--- src/inc/rank_decode_pkg.sv ---
/*
 * constants shared by the rank decoder and its ecc core: widths,
 * register offsets, field positions, reset values and modes.
 * assumes a single 50 mhz clock and an 8-bit register port.
 */
`default_nettype none
package rank_decode_pkg;
    // ****************************************************************
    // widths
    // ****************************************************************
    localparam int ADDR_W = 33;  // host byte address, up to 8 gb
    localparam int DATA_W = 64;  // protected word
    localparam int CHK_W = 8;  // check bits, 72-bit lane
    localparam int SYN_W = 7;  // hamming part of the check bits
    localparam int CW_TOP = 71;  // highest hamming position
    localparam int RANKS = 4;  // ranks per channel
    localparam int BND_W = 8;  // boundary in 64 mb units
    localparam int BND_LSB = 26;  // host bit of one boundary unit
    localparam int REG_AW = 6;
    localparam int REG_DW = 8;
    localparam int GEOM_W = 3;
    localparam int PAGE_W = 3;
    localparam int ROW_W = 14;
    localparam int COL_W = 10;
    localparam int BANK_W = 3;
    // ****************************************************************
    // address layout
    // ****************************************************************
    localparam int COL_LSB = 3;  // lowest column bit on the host bus
    localparam int CHAN_BIT = 6;  // channel select when interleaved
    localparam int HI_LSB = 7;  // first host bit above the select
    localparam int ODD_LSB = 4;  // odd rank page field in its byte
    // ****************************************************************
    // register offsets
    // ****************************************************************
    localparam logic [5:0] OFF_BND = 6'h00;  // 8 boundaries a0..b3
    localparam logic [5:0] OFF_PAGE = 6'h08;  // 4 bytes, 2 ranks each
    localparam logic [5:0] OFF_TIM = 6'h0C;  // timing a, b
    localparam logic [5:0] OFF_CTL = 6'h0E;  // dram control a, b
    localparam logic [5:0] OFF_GEOM = 6'h10;  // 8 geometry codes
    localparam logic [5:0] OFF_MODE = 6'h18;
    localparam logic [5:0] OFF_STAT = 6'h19;
    localparam logic [5:0] OFF_ERRCNT = 6'h1A;
    // ****************************************************************
    // fields and reset values
    // ****************************************************************
    localparam int MODE_ECC_BIT = 2;  // mode register ecc enable
    localparam int GEOM_X16_BIT = 2;  // geometry code: x16 parts
    localparam logic [1:0] DEN_256 = 2'h0;
    localparam logic [1:0] DEN_512 = 2'h1;
    localparam logic [1:0] DEN_1G = 2'h2;
    localparam int ST_SBE = 0;  // sticky status bits
    localparam int ST_DBE = 1;
    localparam int ST_MISS = 2;
    localparam logic [7:0] RST_BYTE = 8'h00;
    localparam logic [7:0] CNT_MAX = 8'hFF;
    // ****************************************************************
    // channel organisation, one-hot
    // ****************************************************************
    typedef enum logic [2:0] {
        MODE_SINGLE = 3'h1,
        MODE_ASYM = 3'h2,
        MODE_INTER = 3'h4
    } chan_mode_t;
    localparam logic [1:0] SEL_INTER = 2'h2;  // mode register code
    localparam logic [1:0] SEL_ASYM = 2'h1;
endpackage : rank_decode_pkg
`default_nettype wire

--- src/hw/secded_core.sv ---
/*
 * single-error-correct, double-error-detect code over one 64-bit
 * word, purely combinational. assumes the caller registers results.
 */
`default_nettype none
module secded_core (
    // write side
    input wire logic [rank_decode_pkg::DATA_W-1:0] gen_data,
    output logic [rank_decode_pkg::CHK_W-1:0] gen_chk,
    // read side
    input wire logic [rank_decode_pkg::DATA_W-1:0] rx_data,
    input wire logic [rank_decode_pkg::CHK_W-1:0] rx_chk,
    output logic [rank_decode_pkg::DATA_W-1:0] fix_data,
    output logic single_err,
    output logic double_err
);
    import rank_decode_pkg::*;

    // ****************************************************************
    // hamming syndrome: data sits on positions that are not 2**k
    // ****************************************************************
    function automatic logic [SYN_W-1:0] syn_of(
        input logic [DATA_W-1:0] d);
        logic [SYN_W-1:0] s;
        int k;
        s = '0;
        k = 0;
        for (int p = 1; p <= CW_TOP; p++) begin
            if ((p & (p - 1)) != 0) begin
                if (d[k]) begin
                    s = s ^ SYN_W'(p);
                end
                k++;
            end
        end
        return s;
    endfunction : syn_of

    logic [SYN_W-1:0] syn;  // read syndrome
    logic par;  // overall parity of the received lane

    // check bits: hamming part plus overall parity
    always_comb begin
        gen_chk[SYN_W-1:0] = syn_of(gen_data);
        gen_chk[CHK_W-1] = ^gen_data ^ ^syn_of(gen_data);
    end

    // classify and repair; a syndrome on a check position leaves data
    always_comb begin
        int k;
        k = 0;
        syn = syn_of(rx_data) ^ rx_chk[SYN_W-1:0];
        par = ^rx_data ^ ^rx_chk;
        fix_data = rx_data;
        single_err = par;
        double_err = !par && (syn != '0);
        for (int p = 1; p <= CW_TOP; p++) begin
            if ((p & (p - 1)) != 0) begin
                if (par && syn == SYN_W'(p)) begin
                    fix_data[k] = !rx_data[k];
                end
                k++;
            end
        end
    end
endmodule : secded_core
`default_nettype wire

--- src/hw/rank_decoder.sv ---
/*
 * rank organisation, host address split and ecc for a two-channel
 * ddr2 controller. assumes requests come from logic on mclk and an
 * 8-bit register port with read data one cycle after the strobe.
 */
`default_nettype none
module rank_decoder (
    // clock and reset
    input wire logic mclk,
    input wire logic rst_b,
    // register port
    input wire logic [rank_decode_pkg::REG_AW-1:0] reg_addr,
    input wire logic [rank_decode_pkg::REG_DW-1:0] reg_wdata,
    input wire logic reg_wr,
    input wire logic reg_rd,
    output logic [rank_decode_pkg::REG_DW-1:0] reg_rdata,
    // host request
    input wire logic req_valid,
    input wire logic [rank_decode_pkg::ADDR_W-1:0] req_addr,
    // decoded target
    output logic dec_valid,
    output logic dec_hit,
    output logic dec_chan,
    output logic [1:0] dec_rank,
    output logic [rank_decode_pkg::BANK_W-1:0] dec_bank,
    output logic [rank_decode_pkg::ROW_W-1:0] dec_row,
    output logic [rank_decode_pkg::COL_W-1:0] dec_col,
    output logic [rank_decode_pkg::PAGE_W-1:0] dec_page,
    output logic [rank_decode_pkg::REG_DW-1:0] dec_timing,
    // per-channel dram controls
    output logic [rank_decode_pkg::REG_DW-1:0] ctl_chan_a,
    output logic [rank_decode_pkg::REG_DW-1:0] ctl_chan_b,
    // write data to the lane
    input wire logic wr_valid,
    input wire logic [rank_decode_pkg::DATA_W-1:0] wr_data,
    output logic wr_out_valid,
    output logic [rank_decode_pkg::DATA_W-1:0] wr_out_data,
    output logic [rank_decode_pkg::CHK_W-1:0] wr_out_chk,
    // read data from the lane
    input wire logic rd_valid,
    input wire logic [rank_decode_pkg::DATA_W-1:0] rd_data,
    input wire logic [rank_decode_pkg::CHK_W-1:0] rd_chk,
    output logic rd_out_valid,
    output logic [rank_decode_pkg::DATA_W-1:0] rd_out_data,
    output logic rd_sbe,
    output logic rd_dbe
);
    import rank_decode_pkg::*;

    // ****************************************************************
    // field split of a rank-local offset by part geometry
    // ****************************************************************
    function automatic logic [ROW_W+BANK_W+COL_W-1:0] split(
        input logic [ADDR_W-1:0] off, input logic [GEOM_W-1:0] g);
        logic [ADDR_W-1:0] s;
        logic [COL_W-1:0] c;
        logic [BANK_W-1:0] b;
        logic [ROW_W-1:0] r;
        int nc;
        int nb;
        int nr;
        // widths per density and organisation
        nc = (g[1:0] == DEN_256 && g[GEOM_X16_BIT]) ? 9 : 10;
        nb = (g[1:0] == DEN_1G) ? 3 : 2;
        nr = (!g[GEOM_X16_BIT] && g[1:0] != DEN_256) ? 14 : 13;
        // column first, then bank, then row
        s = off >> COL_LSB;
        c = s[COL_W-1:0] & COL_W'((1 << nc) - 1);
        s = s >> nc;
        b = s[BANK_W-1:0] & BANK_W'((1 << nb) - 1);
        if (nb == 3) begin
            // 8-bank parts: b2 lands just above the column
            b = {b[0], b[1], b[2]};
        end
        s = s >> nb;
        r = s[ROW_W-1:0] & ROW_W'((1 << nr) - 1);
        return {r, b, c};
    endfunction : split

    // ****************************************************************
    // configuration registers
    // ****************************************************************
    logic [BND_W-1:0] bnd_q [2*RANKS];  // a0..a3, b0..b3
    logic [REG_DW-1:0] page_q [RANKS];  // two page fields each
    logic [REG_DW-1:0] tim_q [2];  // channel timing
    logic [REG_DW-1:0] ctl_q [2];  // refresh mode, rate, controls
    logic [GEOM_W-1:0] geom_q [2*RANKS];  // density and width
    logic [REG_DW-1:0] mode_q;  // organisation and ecc enable
    logic [REG_DW-1:0] stat_q;  // sticky events
    logic [REG_DW-1:0] errcnt_q;  // corrected word count
    chan_mode_t mode;
    logic ecc_en;

    // mode code to one-hot organisation
    always_comb begin
        if (mode_q[1:0] == SEL_INTER) begin
            mode = MODE_INTER;
        end else if (mode_q[1:0] == SEL_ASYM) begin
            mode = MODE_ASYM;
        end else begin
            mode = MODE_SINGLE;
        end
        ecc_en = mode_q[MODE_ECC_BIT];
    end

    // software writes, decoded by range
    always_ff @(posedge mclk or negedge rst_b) begin
        if (!rst_b) begin
            for (int i = 0; i < 2 * RANKS; i++) begin
                bnd_q[i] <= RST_BYTE;
                geom_q[i] <= '0;
            end
            for (int i = 0; i < RANKS; i++) begin
                page_q[i] <= RST_BYTE;
            end
            tim_q[0] <= RST_BYTE;
            tim_q[1] <= RST_BYTE;
            ctl_q[0] <= RST_BYTE;
            ctl_q[1] <= RST_BYTE;
            mode_q <= RST_BYTE;
        end else if (reg_wr) begin
            if (reg_addr < OFF_PAGE) begin
                bnd_q[reg_addr[2:0]] <= reg_wdata;
            end else if (reg_addr < OFF_TIM) begin
                // reserved bits 3 and 7 stay zero
                page_q[reg_addr[1:0]] <= reg_wdata & 8'h77;
            end else if (reg_addr < OFF_CTL) begin
                tim_q[reg_addr[0]] <= reg_wdata;
            end else if (reg_addr < OFF_GEOM) begin
                ctl_q[reg_addr[0]] <= reg_wdata;
            end else if (reg_addr < OFF_MODE) begin
                geom_q[reg_addr[2:0]] <= reg_wdata[GEOM_W-1:0];
            end else if (reg_addr == OFF_MODE) begin
                mode_q <= reg_wdata & 8'h07;
            end
        end
    end

    // read data, one cycle after the strobe; unmapped reads zero
    always_ff @(posedge mclk or negedge rst_b) begin
        if (!rst_b) begin
            reg_rdata <= RST_BYTE;
        end else if (!reg_rd) begin
            reg_rdata <= RST_BYTE;
        end else if (reg_addr < OFF_PAGE) begin
            reg_rdata <= bnd_q[reg_addr[2:0]];
        end else if (reg_addr < OFF_TIM) begin
            reg_rdata <= page_q[reg_addr[1:0]];
        end else if (reg_addr < OFF_CTL) begin
            reg_rdata <= tim_q[reg_addr[0]];
        end else if (reg_addr < OFF_GEOM) begin
            reg_rdata <= ctl_q[reg_addr[0]];
        end else if (reg_addr < OFF_MODE) begin
            reg_rdata <= REG_DW'(geom_q[reg_addr[2:0]]);
        end else if (reg_addr == OFF_MODE) begin
            reg_rdata <= mode_q;
        end else if (reg_addr == OFF_STAT) begin
            reg_rdata <= stat_q;
        end else if (reg_addr == OFF_ERRCNT) begin
            reg_rdata <= errcnt_q;
        end else begin
            reg_rdata <= RST_BYTE;
        end
    end

    // ****************************************************************
    // rank lookup and address split
    // ****************************************************************
    logic hit;  // some rank holds the address
    logic chan;  // target channel
    logic [1:0] rank;
    logic [2:0] slot;  // channel * 4 + rank
    logic [BND_W-1:0] base;  // boundary below the hit rank
    logic [ADDR_W:0] diff;  // address minus base
    logic [ADDR_W-1:0] off;  // rank-local offset

    always_comb begin
        logic [BND_W-1:0] hi;
        hi = BND_W'(req_addr[ADDR_W-1:BND_LSB]);
        hit = 1'b0;
        chan = 1'b0;
        rank = 2'h0;
        base = RST_BYTE;
        if (mode == MODE_INTER) begin
            // one register stands for the rank pair
            for (int i = RANKS - 1; i >= 0; i--) begin
                if (hi < bnd_q[i]) begin
                    hit = 1'b1;
                    rank = 2'(i);
                    base = (i == 0) ? RST_BYTE : bnd_q[(i+RANKS-1)%RANKS];
                end
            end
            chan = req_addr[CHAN_BIT];
        end else begin
            // a fills first, b continues above a's top
            for (int i = 2 * RANKS - 1; i >= 0; i--) begin
                if (hi < bnd_q[i]) begin
                    hit = 1'b1;
                    chan = (i >= RANKS);
                    rank = 2'(i % RANKS);
                    base = (i == 0) ? RST_BYTE : bnd_q[(i+7)%8];
                end
            end
        end
        slot = {chan, rank};
        diff = {1'b0, req_addr} - {base, BND_LSB'(0)};
        if (mode == MODE_INTER) begin
            // drop the select bit, upper bits move down
            off = {1'b0, diff[ADDR_W-1:HI_LSB], diff[CHAN_BIT-1:0]};
        end else begin
            off = diff[ADDR_W-1:0];
        end
    end

    // decoded target one cycle on; ranks share mclk
    always_ff @(posedge mclk or negedge rst_b) begin
        if (!rst_b) begin
            dec_valid <= 1'b0;
            dec_hit <= 1'b0;
            dec_chan <= 1'b0;
            dec_rank <= 2'h0;
            {dec_row, dec_bank, dec_col} <= '0;
            dec_page <= '0;
            dec_timing <= RST_BYTE;
        end else begin
            dec_valid <= req_valid;
            dec_hit <= req_valid && hit;
            dec_chan <= chan;
            dec_rank <= rank;
            {dec_row, dec_bank, dec_col} <= split(off, geom_q[slot]);
            // page fields packed two to a byte
            dec_page <= rank[0] ?
                page_q[slot[2:1]][ODD_LSB+:PAGE_W] :
                page_q[slot[2:1]][PAGE_W-1:0];
            dec_timing <= tim_q[chan];
        end
    end

    // per-channel control straight from its register
    assign ctl_chan_a = ctl_q[0];
    assign ctl_chan_b = ctl_q[1];

    // ****************************************************************
    // ecc on the 72-bit lane
    // ****************************************************************
    logic [CHK_W-1:0] gen_chk;
    logic [DATA_W-1:0] fix_data;
    logic sbe;
    logic dbe;

    secded_core secded_core_inst (
        .gen_data(wr_data),
        .gen_chk(gen_chk),
        .rx_data(rd_data),
        .rx_chk(rd_chk),
        .fix_data(fix_data),
        .single_err(sbe),
        .double_err(dbe)
    );

    // write lane: check bits only while enabled
    always_ff @(posedge mclk or negedge rst_b) begin
        if (!rst_b) begin
            wr_out_valid <= 1'b0;
            wr_out_data <= '0;
            wr_out_chk <= '0;
        end else begin
            wr_out_valid <= wr_valid;
            wr_out_data <= wr_data;
            wr_out_chk <= ecc_en ? gen_chk : '0;
        end
    end

    // read lane: correct when enabled, else pass
    always_ff @(posedge mclk or negedge rst_b) begin
        if (!rst_b) begin
            rd_out_valid <= 1'b0;
            rd_out_data <= '0;
            rd_sbe <= 1'b0;
            rd_dbe <= 1'b0;
        end else begin
            rd_out_valid <= rd_valid;
            rd_out_data <= ecc_en ? fix_data : rd_data;
            rd_sbe <= rd_valid && ecc_en && sbe;
            rd_dbe <= rd_valid && ecc_en && dbe;
        end
    end

    // write-one-to-clear mask for the status byte
    logic [REG_DW-1:0] stat_clr;
    assign stat_clr = (reg_wr && reg_addr == OFF_STAT) ? reg_wdata : '0;

    // sticky status, write one to clear; a new event wins
    always_ff @(posedge mclk or negedge rst_b) begin
        if (!rst_b) begin
            stat_q <= RST_BYTE;
        end else begin
            stat_q <= stat_q & ~stat_clr;
            stat_q[ST_SBE] <= rd_sbe ||
                (stat_q[ST_SBE] && !stat_clr[ST_SBE]);
            stat_q[ST_DBE] <= rd_dbe ||
                (stat_q[ST_DBE] && !stat_clr[ST_DBE]);
            stat_q[ST_MISS] <= (dec_valid && !dec_hit) ||
                (stat_q[ST_MISS] && !stat_clr[ST_MISS]);
        end
    end

    // corrected word count, saturating; a write to it clears it unless a count lands that cycle
    always_ff @(posedge mclk or negedge rst_b) begin
        if (!rst_b) begin
            errcnt_q <= RST_BYTE;
        end else if (rd_sbe && errcnt_q != CNT_MAX) begin
            errcnt_q <= errcnt_q + 8'h01;
        end else if (reg_wr && reg_addr == OFF_ERRCNT) begin
            errcnt_q <= RST_BYTE;
        end
    end
endmodule : rank_decoder
`default_nettype wire

--- config.mk ---
export PLATFORM = sky130hd
export DESIGN_NAME = rank_decoder
export DESIGN_NICKNAME = d
export VERILOG_FILES = /design/src/inc/rank_decode_pkg.sv /design/src/hw/secded_core.sv /design/src/hw/rank_decoder.sv
export SDC_FILE = /design/constraint.sdc
export NUM_CORES = 1
export LEC_CHECK = 0
export ABC_AREA = 1
export BUFFER_PORTS_ARGS = -buffer_cell sky130_fd_sc_hd__buf_4
export CORE_ASPECT_RATIO = 0.75
export CORE_UTILIZATION = 40
export DETAILED_ROUTE_END_ITERATION = 7
export GPL_ROUTABILITY_DRIVEN = 0
export HOLD_SLACK_MARGIN = 0.08
export SLEW_MARGIN = 20
export SYNTH_ARGS = -nofsm -noshare
export SYNTH_HDL_FRONTEND = slang
export SYNTH_SLANG_ARGS = --single-unit
--- constraint.sdc ---
create_clock -name mclk -period 3.1 [get_ports mclk]
set_clock_uncertainty 0.05 [all_clocks]
set_input_delay 0.465 -clock mclk [delete_from_list [all_inputs] [get_ports mclk]]
set_output_delay 0.465 -clock mclk [all_outputs]
set_load 0.01 [all_outputs]
Word level (Yosys, flattened, before mapping):

Index checks and enable logic that the tools add are counted.

* flip-flop bits (word level): 367
* logic and storage cells: 918

* add/sub/neg operators: 5
* order comparisons: 22
* equality and inequality tests: 84
* shifts and indexed selects: 5
* multiplexer cells: 450
* bitwise gates (word level): 140
* reductions and logical operators: 168

Operator list (number)
* 8-bit two-way mux: 94
* 24-bit two-way mux: 21
* 16-bit two-way mux: 24
* 6-bit two-way mux: 63
* 7-bit two-way mux: 42
* 64-bit two-way mux: 4
* 7-bit by 6-bit == test with 1-bit output (second input constant): 31
* 32-bit two-way mux: 6
* 5-bit two-way mux: 31
* 3-bit inverter: 46
* 4-bit inverter: 32
* 64-bit XOR reduction: 2
* 7-bit by 5-bit == test with 1-bit output (second input constant): 15
* 1-bit logical AND: 81
* 1-bit logical NOT: 70
* 2-bit inverter: 34
* 33-bit two-way mux: 2
* 64-bit bitwise mux: 1
* 7-bit by 8-bit < comparator with 1-bit output: 8
* 63-bit two-way mux: 1
* 2-bit two-way mux: 31
* 62-bit two-way mux: 1
* 61-bit two-way mux: 1
* 4-bit two-way mux: 15
* other kinds (113): 218

Longest topological paths before layout:

* word-level depth: 195
* depth in mapped cells: 30
* mapped depth without buffers: 29

By module:

A second synthesis with hierarchy kept.

* cells, all modules: 3254
* area, all modules: 23358.7 um2

Modules (own cells, without submodules)
* rank_decoder: instances 1, cells an instance 1842, area an instance 16084.2 um2, sequential area each 8858.5 um2
* secded_core: instances 1, cells an instance 1412, area an instance 7274.5 um2, sequential area each 0.0 um2

Worst setup path before layout:

Ideal clock, no wire load.

* kind: input to register
* start point: input port req_addr[27] (netlist bit)
* end point: register dec_row[13] (netlist bit)
* setup time: 0.116 ns
* arrival time: 3.142 ns
* path slack: -0.208 ns
* cell stages on the path: 25
* path through: ha_1 -> a21boi_0 -> o211ai_1 -> nand2_1 -> nand4_1 -> nand2_1 -> buf_2 -> clkbuf_1 -> o21ai_0 -> a21oi_1 -> ha_1 -> inv_1 -> fa_1 -> nand3_1 -> nand2_1 -> xor2_1 -> inv_1 -> nand3_1 -> nand2_1 -> nand2_1 -> nand2_1 -> nand2_1 -> nand2_1 -> nand2_1 -> nor2_1

* longest elaborated chain between the ends: 28

Ends and longest elaborated chain
* start: declaration: line rank_decoder.sv:19 `input wire logic [rank_decode_pkg::ADDR_W-1:0] req_addr,`
* 7-bit by 8-bit < comparator with 1-bit output: line rank_decoder.sv:197 `if (hi < bnd_q[i]) begin`
* 2-bit two-way mux / 1-bit two-way mux (equally long branches): line rank_decoder.sv:197
* 2-bit two-way mux / 1-bit two-way mux (equally long branches): line rank_decoder.sv:184 `if (mode == MODE_INTER) begin`
* 2-bit two-way mux / 1-bit two-way mux (equally long branches): line rank_decoder.sv:197
* 2-bit two-way mux / 1-bit two-way mux (equally long branches): line rank_decoder.sv:184
* 2-bit two-way mux / 1-bit two-way mux (equally long branches): line rank_decoder.sv:197
* 2-bit two-way mux / 1-bit two-way mux (equally long branches): line rank_decoder.sv:184
* 2-bit two-way mux / 1-bit two-way mux (equally long branches): line rank_decoder.sv:197
* (+11 left out)
* 3-bit binary-select mux with 3-bit select: line rank_decoder.sv:230 `{dec_row, dec_bank, dec_col} <= split(off, geom_q[slot]);`
* 3-bit two-way mux (not written as such) (2 in a row): line rank_decoder.sv:230
* 2-bit nonzero test (tied with other cells): line rank_decoder.sv:65 `nr = (!g[GEOM_X16_BIT] && g[1:0] != DEN_256) ? 14 : 13;`
* 1-bit logical AND, on equally long branches: line rank_decoder.sv:65, rank_decoder.sv:63
* 2-bit two-way mux, on equally long branches: line rank_decoder.sv:65, rank_decoder.sv:63
* 1-bit by 4-bit << shifter with 14-bit output / 30-bit by 4-bit right shift with 33-bit output (equally long branches): line rank_decoder.sv:76, rank_decoder.sv:69
* 14-bit by 2-bit subtractor with 14-bit output / 33-bit by 2-bit right shift with 14-bit output (equally long branches): line rank_decoder.sv:76, rank_decoder.sv:75
* 14-bit AND *: line rank_decoder.sv:76 `r = s[ROW_W-1:0] & ROW_W'((1 << nr) - 1);`
* end signal: assignment: line rank_decoder.sv:230
* end: declaration: line rank_decoder.sv:26 `output logic [rank_decode_pkg::ROW_W-1:0] dec_row,`

Every way passes the cells marked *; elsewhere a longest branch is shown, timed or not. The select of a mux whose other input is x is not followed.
A chain may end at the register's enable or synchronous reset.

Final worst setup path:

* start point: register bnd_q[13] (netlist bit)
* end point: register dec_row[13] (netlist bit)

* longest elaborated chain between the ends: 26

Ends and longest elaborated chain
* start: declaration: line rank_decoder.sv:83 `logic [BND_W-1:0] bnd_q [2*RANKS];`
* start signal: indexed assignment: line rank_decoder.sv:123 `bnd_q[reg_addr[2:0]] <= reg_wdata;`
* 7-bit by 8-bit < comparator with 1-bit output: line rank_decoder.sv:197
* 2-bit two-way mux / 1-bit two-way mux (equally long branches): line rank_decoder.sv:197
* 2-bit two-way mux / 1-bit two-way mux (equally long branches): line rank_decoder.sv:184
* 2-bit two-way mux / 1-bit two-way mux (equally long branches): line rank_decoder.sv:197
* 2-bit two-way mux / 1-bit two-way mux (equally long branches): line rank_decoder.sv:184
* 2-bit two-way mux / 1-bit two-way mux (equally long branches): line rank_decoder.sv:197
* 2-bit two-way mux / 1-bit two-way mux (equally long branches): line rank_decoder.sv:184
* 2-bit two-way mux / 1-bit two-way mux (equally long branches): line rank_decoder.sv:197
* (+9 left out)
* 3-bit binary-select mux with 3-bit select: line rank_decoder.sv:230
* 3-bit two-way mux (not written as such) (2 in a row): line rank_decoder.sv:230
* 2-bit nonzero test (tied with other cells): line rank_decoder.sv:65
* 1-bit logical AND, on equally long branches: line rank_decoder.sv:65, rank_decoder.sv:63
* 2-bit two-way mux, on equally long branches: line rank_decoder.sv:65, rank_decoder.sv:63
* 1-bit by 4-bit << shifter with 14-bit output / 30-bit by 4-bit right shift with 33-bit output (equally long branches): line rank_decoder.sv:76, rank_decoder.sv:69
* 14-bit by 2-bit subtractor with 14-bit output / 33-bit by 2-bit right shift with 14-bit output (equally long branches): line rank_decoder.sv:76, rank_decoder.sv:75
* 14-bit AND *: line rank_decoder.sv:76

Marks and branches as above.

==> flow_metrics.env <==
export IMPL_violations="negative setup slack"
export IMPL_crit_path_end_kind="flop"
export IMPL_cts_made_buffers=39
export IMPL_power_mw=19.9
export IMPL_start_kind="flop"
export IMPL_status="finished with violations"
export IMPL_rows=71
export IMPL_synthXorXnorAreaFrac=0.171
export IMPL_seqCellArea_sq_um=8860
export IMPL_synth_most_common_cell="nand2_1"
export IMPL_arrival_ns=3.79
export IMPL_synthTopCellsByArea="dfrtp_1, xnor2_1, nand2_1"
export IMPL_start_util=0.406
export IMPL_max_vdd_ir_drop_v=0.000585
export IMPL_fillCellCount=4356
export IMPL_core_area_sq_um=50200
export IMPL_period_share=1.10
export IMPL_drive_gt1_frac=0.288
export IMPL_io_buffers=393
export IMPL_syn_area_sq_um=20400
export IMPL_drc=0
export IMPL_wl_mm=73.8
export IMPL_synth_fa_ha_area_frac=0.0335
export IMPL_rsz0062_at_grt="true"
export IMPL_antenna_found_initial=1
export IMPL_vias_per_cell=5.22
export IMPL_grt_ovfl_total=0
export IMPL_p_leak_nw=13.7
export IMPL_dieHeight_microns=197
export IMPL_vias=19700
export IMPL_synth_seq_cells=354
export IMPL_cp_max_fo=5
export IMPL_cts_tree="yes"
export IMPL_clock_fmax_mhz=294
export IMPL_cts_sinks=354
export IMPL_min_path_type="primary input to flop"
export IMPL_ys_warnings_count=0
export IMPL_synth_compound_area_frac=0.122
export IMPL_synth_top_area_share=0.435
export IMPL_clk_latency_ns=0.57
export IMPL_slew_violations=0
export IMPL_yosysUniqueCellTypes=55
export IMPL_grt_usage=0.274
export IMPL_clockBufferDepth=3
export IMPL_pin_count=397
export IMPL_hold_viol=0
export IMPL_die_area_sq_um=51900
export IMPL_first_global_vias=19100
export IMPL_ys_top_cells_by_count="nand2_1, dfrtp_1, xnor2_1, o21ai_0, inv_1"
export IMPL_area_delta_synth_final_pct=42.8
export IMPL_synthSimpleGateAreaFrac=0.173
export IMPL_worstMarginPinSlew_ns=0.761
export IMPL_first_iter_violations=1669
export IMPL_syn_nets=2638
export IMPL_fin_area_sq_um=29100
export IMPL_final_nets=3322
export IMPL_path_clk_slew_ns=0.07
export IMPL_powerDensity_nw_per_um2=683
export IMPL_crit_type="flop to flop"
export IMPL_maxCapViolCount=0
export IMPL_grt_max_degree=72
export IMPL_yosysSeqAreaShare=0.435
export IMPL_ys_flop_type="dfrtp_1"
export IMPL_cp_data_required_time_ns=3.49
export IMPL_fin_ws_ns=-0.299
export IMPL_layout_min_cycle_time_ns=3.40
export IMPL_syn_area_per_cell_sq_um=8.51
export IMPL_synth_largest_area_cell="dfrtp_1"
export IMPL_die_w_microns=263
export IMPL_wl_per_cell_microns=19.6
export IMPL_multiInputGateArea_sq_um=11200
export IMPL_grt_pass1_wl_mm=110
export IMPL_h_tree_depth=2
export IMPL_slew_headroom=0.492
export IMPL_antenna_left=0
export IMPL_finalSetupViolCount=16
export IMPL_synth_mux_area_frac=0.00295
export IMPL_place_area_sq_um=25500
export IMPL_synth_edff_count=0
export IMPL_synth_top_family_by_area="simple AND/OR/NAND/NOR gates"
export IMPL_dp_hpwl_mm=54.2
export IMPL_syn_inst=2394
export IMPL_ys_async_sr_fraction=1.00
export IMPL_clockRootBuffer="clkbuf_16"
export IMPL_drt_pass1_iter_count=5
[flip-flops by register name, indices dropped and copies added (netlist names), 8 cells and up]
| register | count |
|---|---|
| tim_q | 16 |
| wr_out_chk | 8 |
| dec_col | 10 |
| dec_row | 14 |
| dec_timing | 8 |
| stat_q | 8 |
| bnd_q | 64 |
| geom_q | 24 |
| wr_out_data | 64 |
| ctl_chan_b | 8 |
| rd_out_data | 64 |
| errcnt_q | 8 |
| ctl_chan_a | 8 |
| reg_rdata | 8 |
| page_q | 24 |
[layout by cell type, fill, tap and decap left out, types with 44 or more instances in the layout]
master,n
buf_4,591
nand2_1,491
dfrtp_1,354
xnor2_1,240
o21ai_0,222
inv_1,221
xor2_1,120
dlygate4sd3_1,99
nor2_1,80
nand3_1,68
a21oi_1,55
nand2_2,44
ha_1,44
[per-layer routing]
metal / part of all wire / global-route usage / wire, microns / vias up
li1: - / - / - / 9146
met1: 0.43 / 0.379 / 31800 / 9538
met2: 0.46 / 0.437 / 34300 / 848
met3: 0.082 / 0.0544 / 6040 / 122
met4: 0.024 / 0.0754 / 1760 / 0
met5: 0 / 0 / 0 / -
[critical path, cell delays in order (launching register included)]
cell and delay, ns:
dfrtp_1 0.39, inv_2 0.08, ha_4 0.20, a21oi_2 0.12, nor2_1 0.06, a21oi_2 0.17
nand2_4 0.10, buf_4 0.16, o221ai_2 0.14, o21ai_1 0.09, nand2_1 0.09, o2111ai_2 0.11
a22oi_1 0.17, o211ai_1 0.11, ha_1 0.35, nand3_1 0.10, nand2_1 0.07, xor2_1 0.20
inv_1 0.06, nand3_1 0.08, nand2_1 0.05, nand2_1 0.05, nand2_1 0.05, nand2_1 0.05
nand2_1 0.04, nand2_1 0.06, nor2_1 0.04
[path summary, 6_finish.rpt]
check                             from         endpoint  slack, ns  cells after the start
max                          bnd_q[13]      dec_row[13]      -0.30                     26
min                        rd_data[35]  rd_out_data[35]       0.12                      3
max reg2reg                  bnd_q[13]      dec_row[13]      -0.30                     26
min reg2reg                     rd_dbe        stat_q[1]       0.42                      2
max in group asynchronous        rst_b      errcnt_q[4]       1.69                      3
min in group asynchronous        rst_b         bnd_q[2]       0.43                      2
[report_power, final]
part / internal (mW) / switching [mW] / total [mW] / leakage (nW)
logic: 3.97 / 5.32 / 9.29 / 8.91
registers: 5.34 / 0.461 / 5.80 / 4.17
clock network: 2.74 / 2.03 / 4.78 / 0.622
total: 12.1 / 7.81 / 19.9 / 13.7
[metrics by stage]
stage	worst slack (ns)	cells	hold slack, ns	util	TNS [ns]
CTS	-0.337	3740	0.0864	0.558	-1.39
floorplan	-0.0923	2394	0.119	-	-0.0923
global placement	-0.568	3563	0.417	0.507	-6.54
finish	-0.299	3763	0.117	0.580	-1.72
global route	-0.652	3762	0.114	0.580	-4.96
detailed placement	-0.627	3563	0.422	0.507	-8.18
[timing repair]
action                                  4_1_cts  5_1_grt
resized for setup                            41      202
hold endpoints to repair                    159        0
endpoints found under the setup margin       18       86
hold buffers                                100        0
gates cloned                                  4        4
pin swaps                                    19       70
setup buffers                                 5       20
[kinds of logic after synthesis]
logic type,Yosys count
adders and majority gates,54
DFF,354
muxes,6
AOI/OAI and AO/OA,436
buffers and inverters,326
and+or+nand+nor,828
xor gates and xnor gates,390
[cell type report]
type	count	share of cell area
Sequential cell	354	0.304
Tap cell	657	0.0283
Clock inverter	19	0.00834
Inverter	242	0.0316
Multi-Input combinational cell	1716	0.385
Timing Repair Buffer	725	0.207
Antenna cell	1	0.0000860
Clock buffer	49	0.0359
Power figures use the tool's default switching activity.
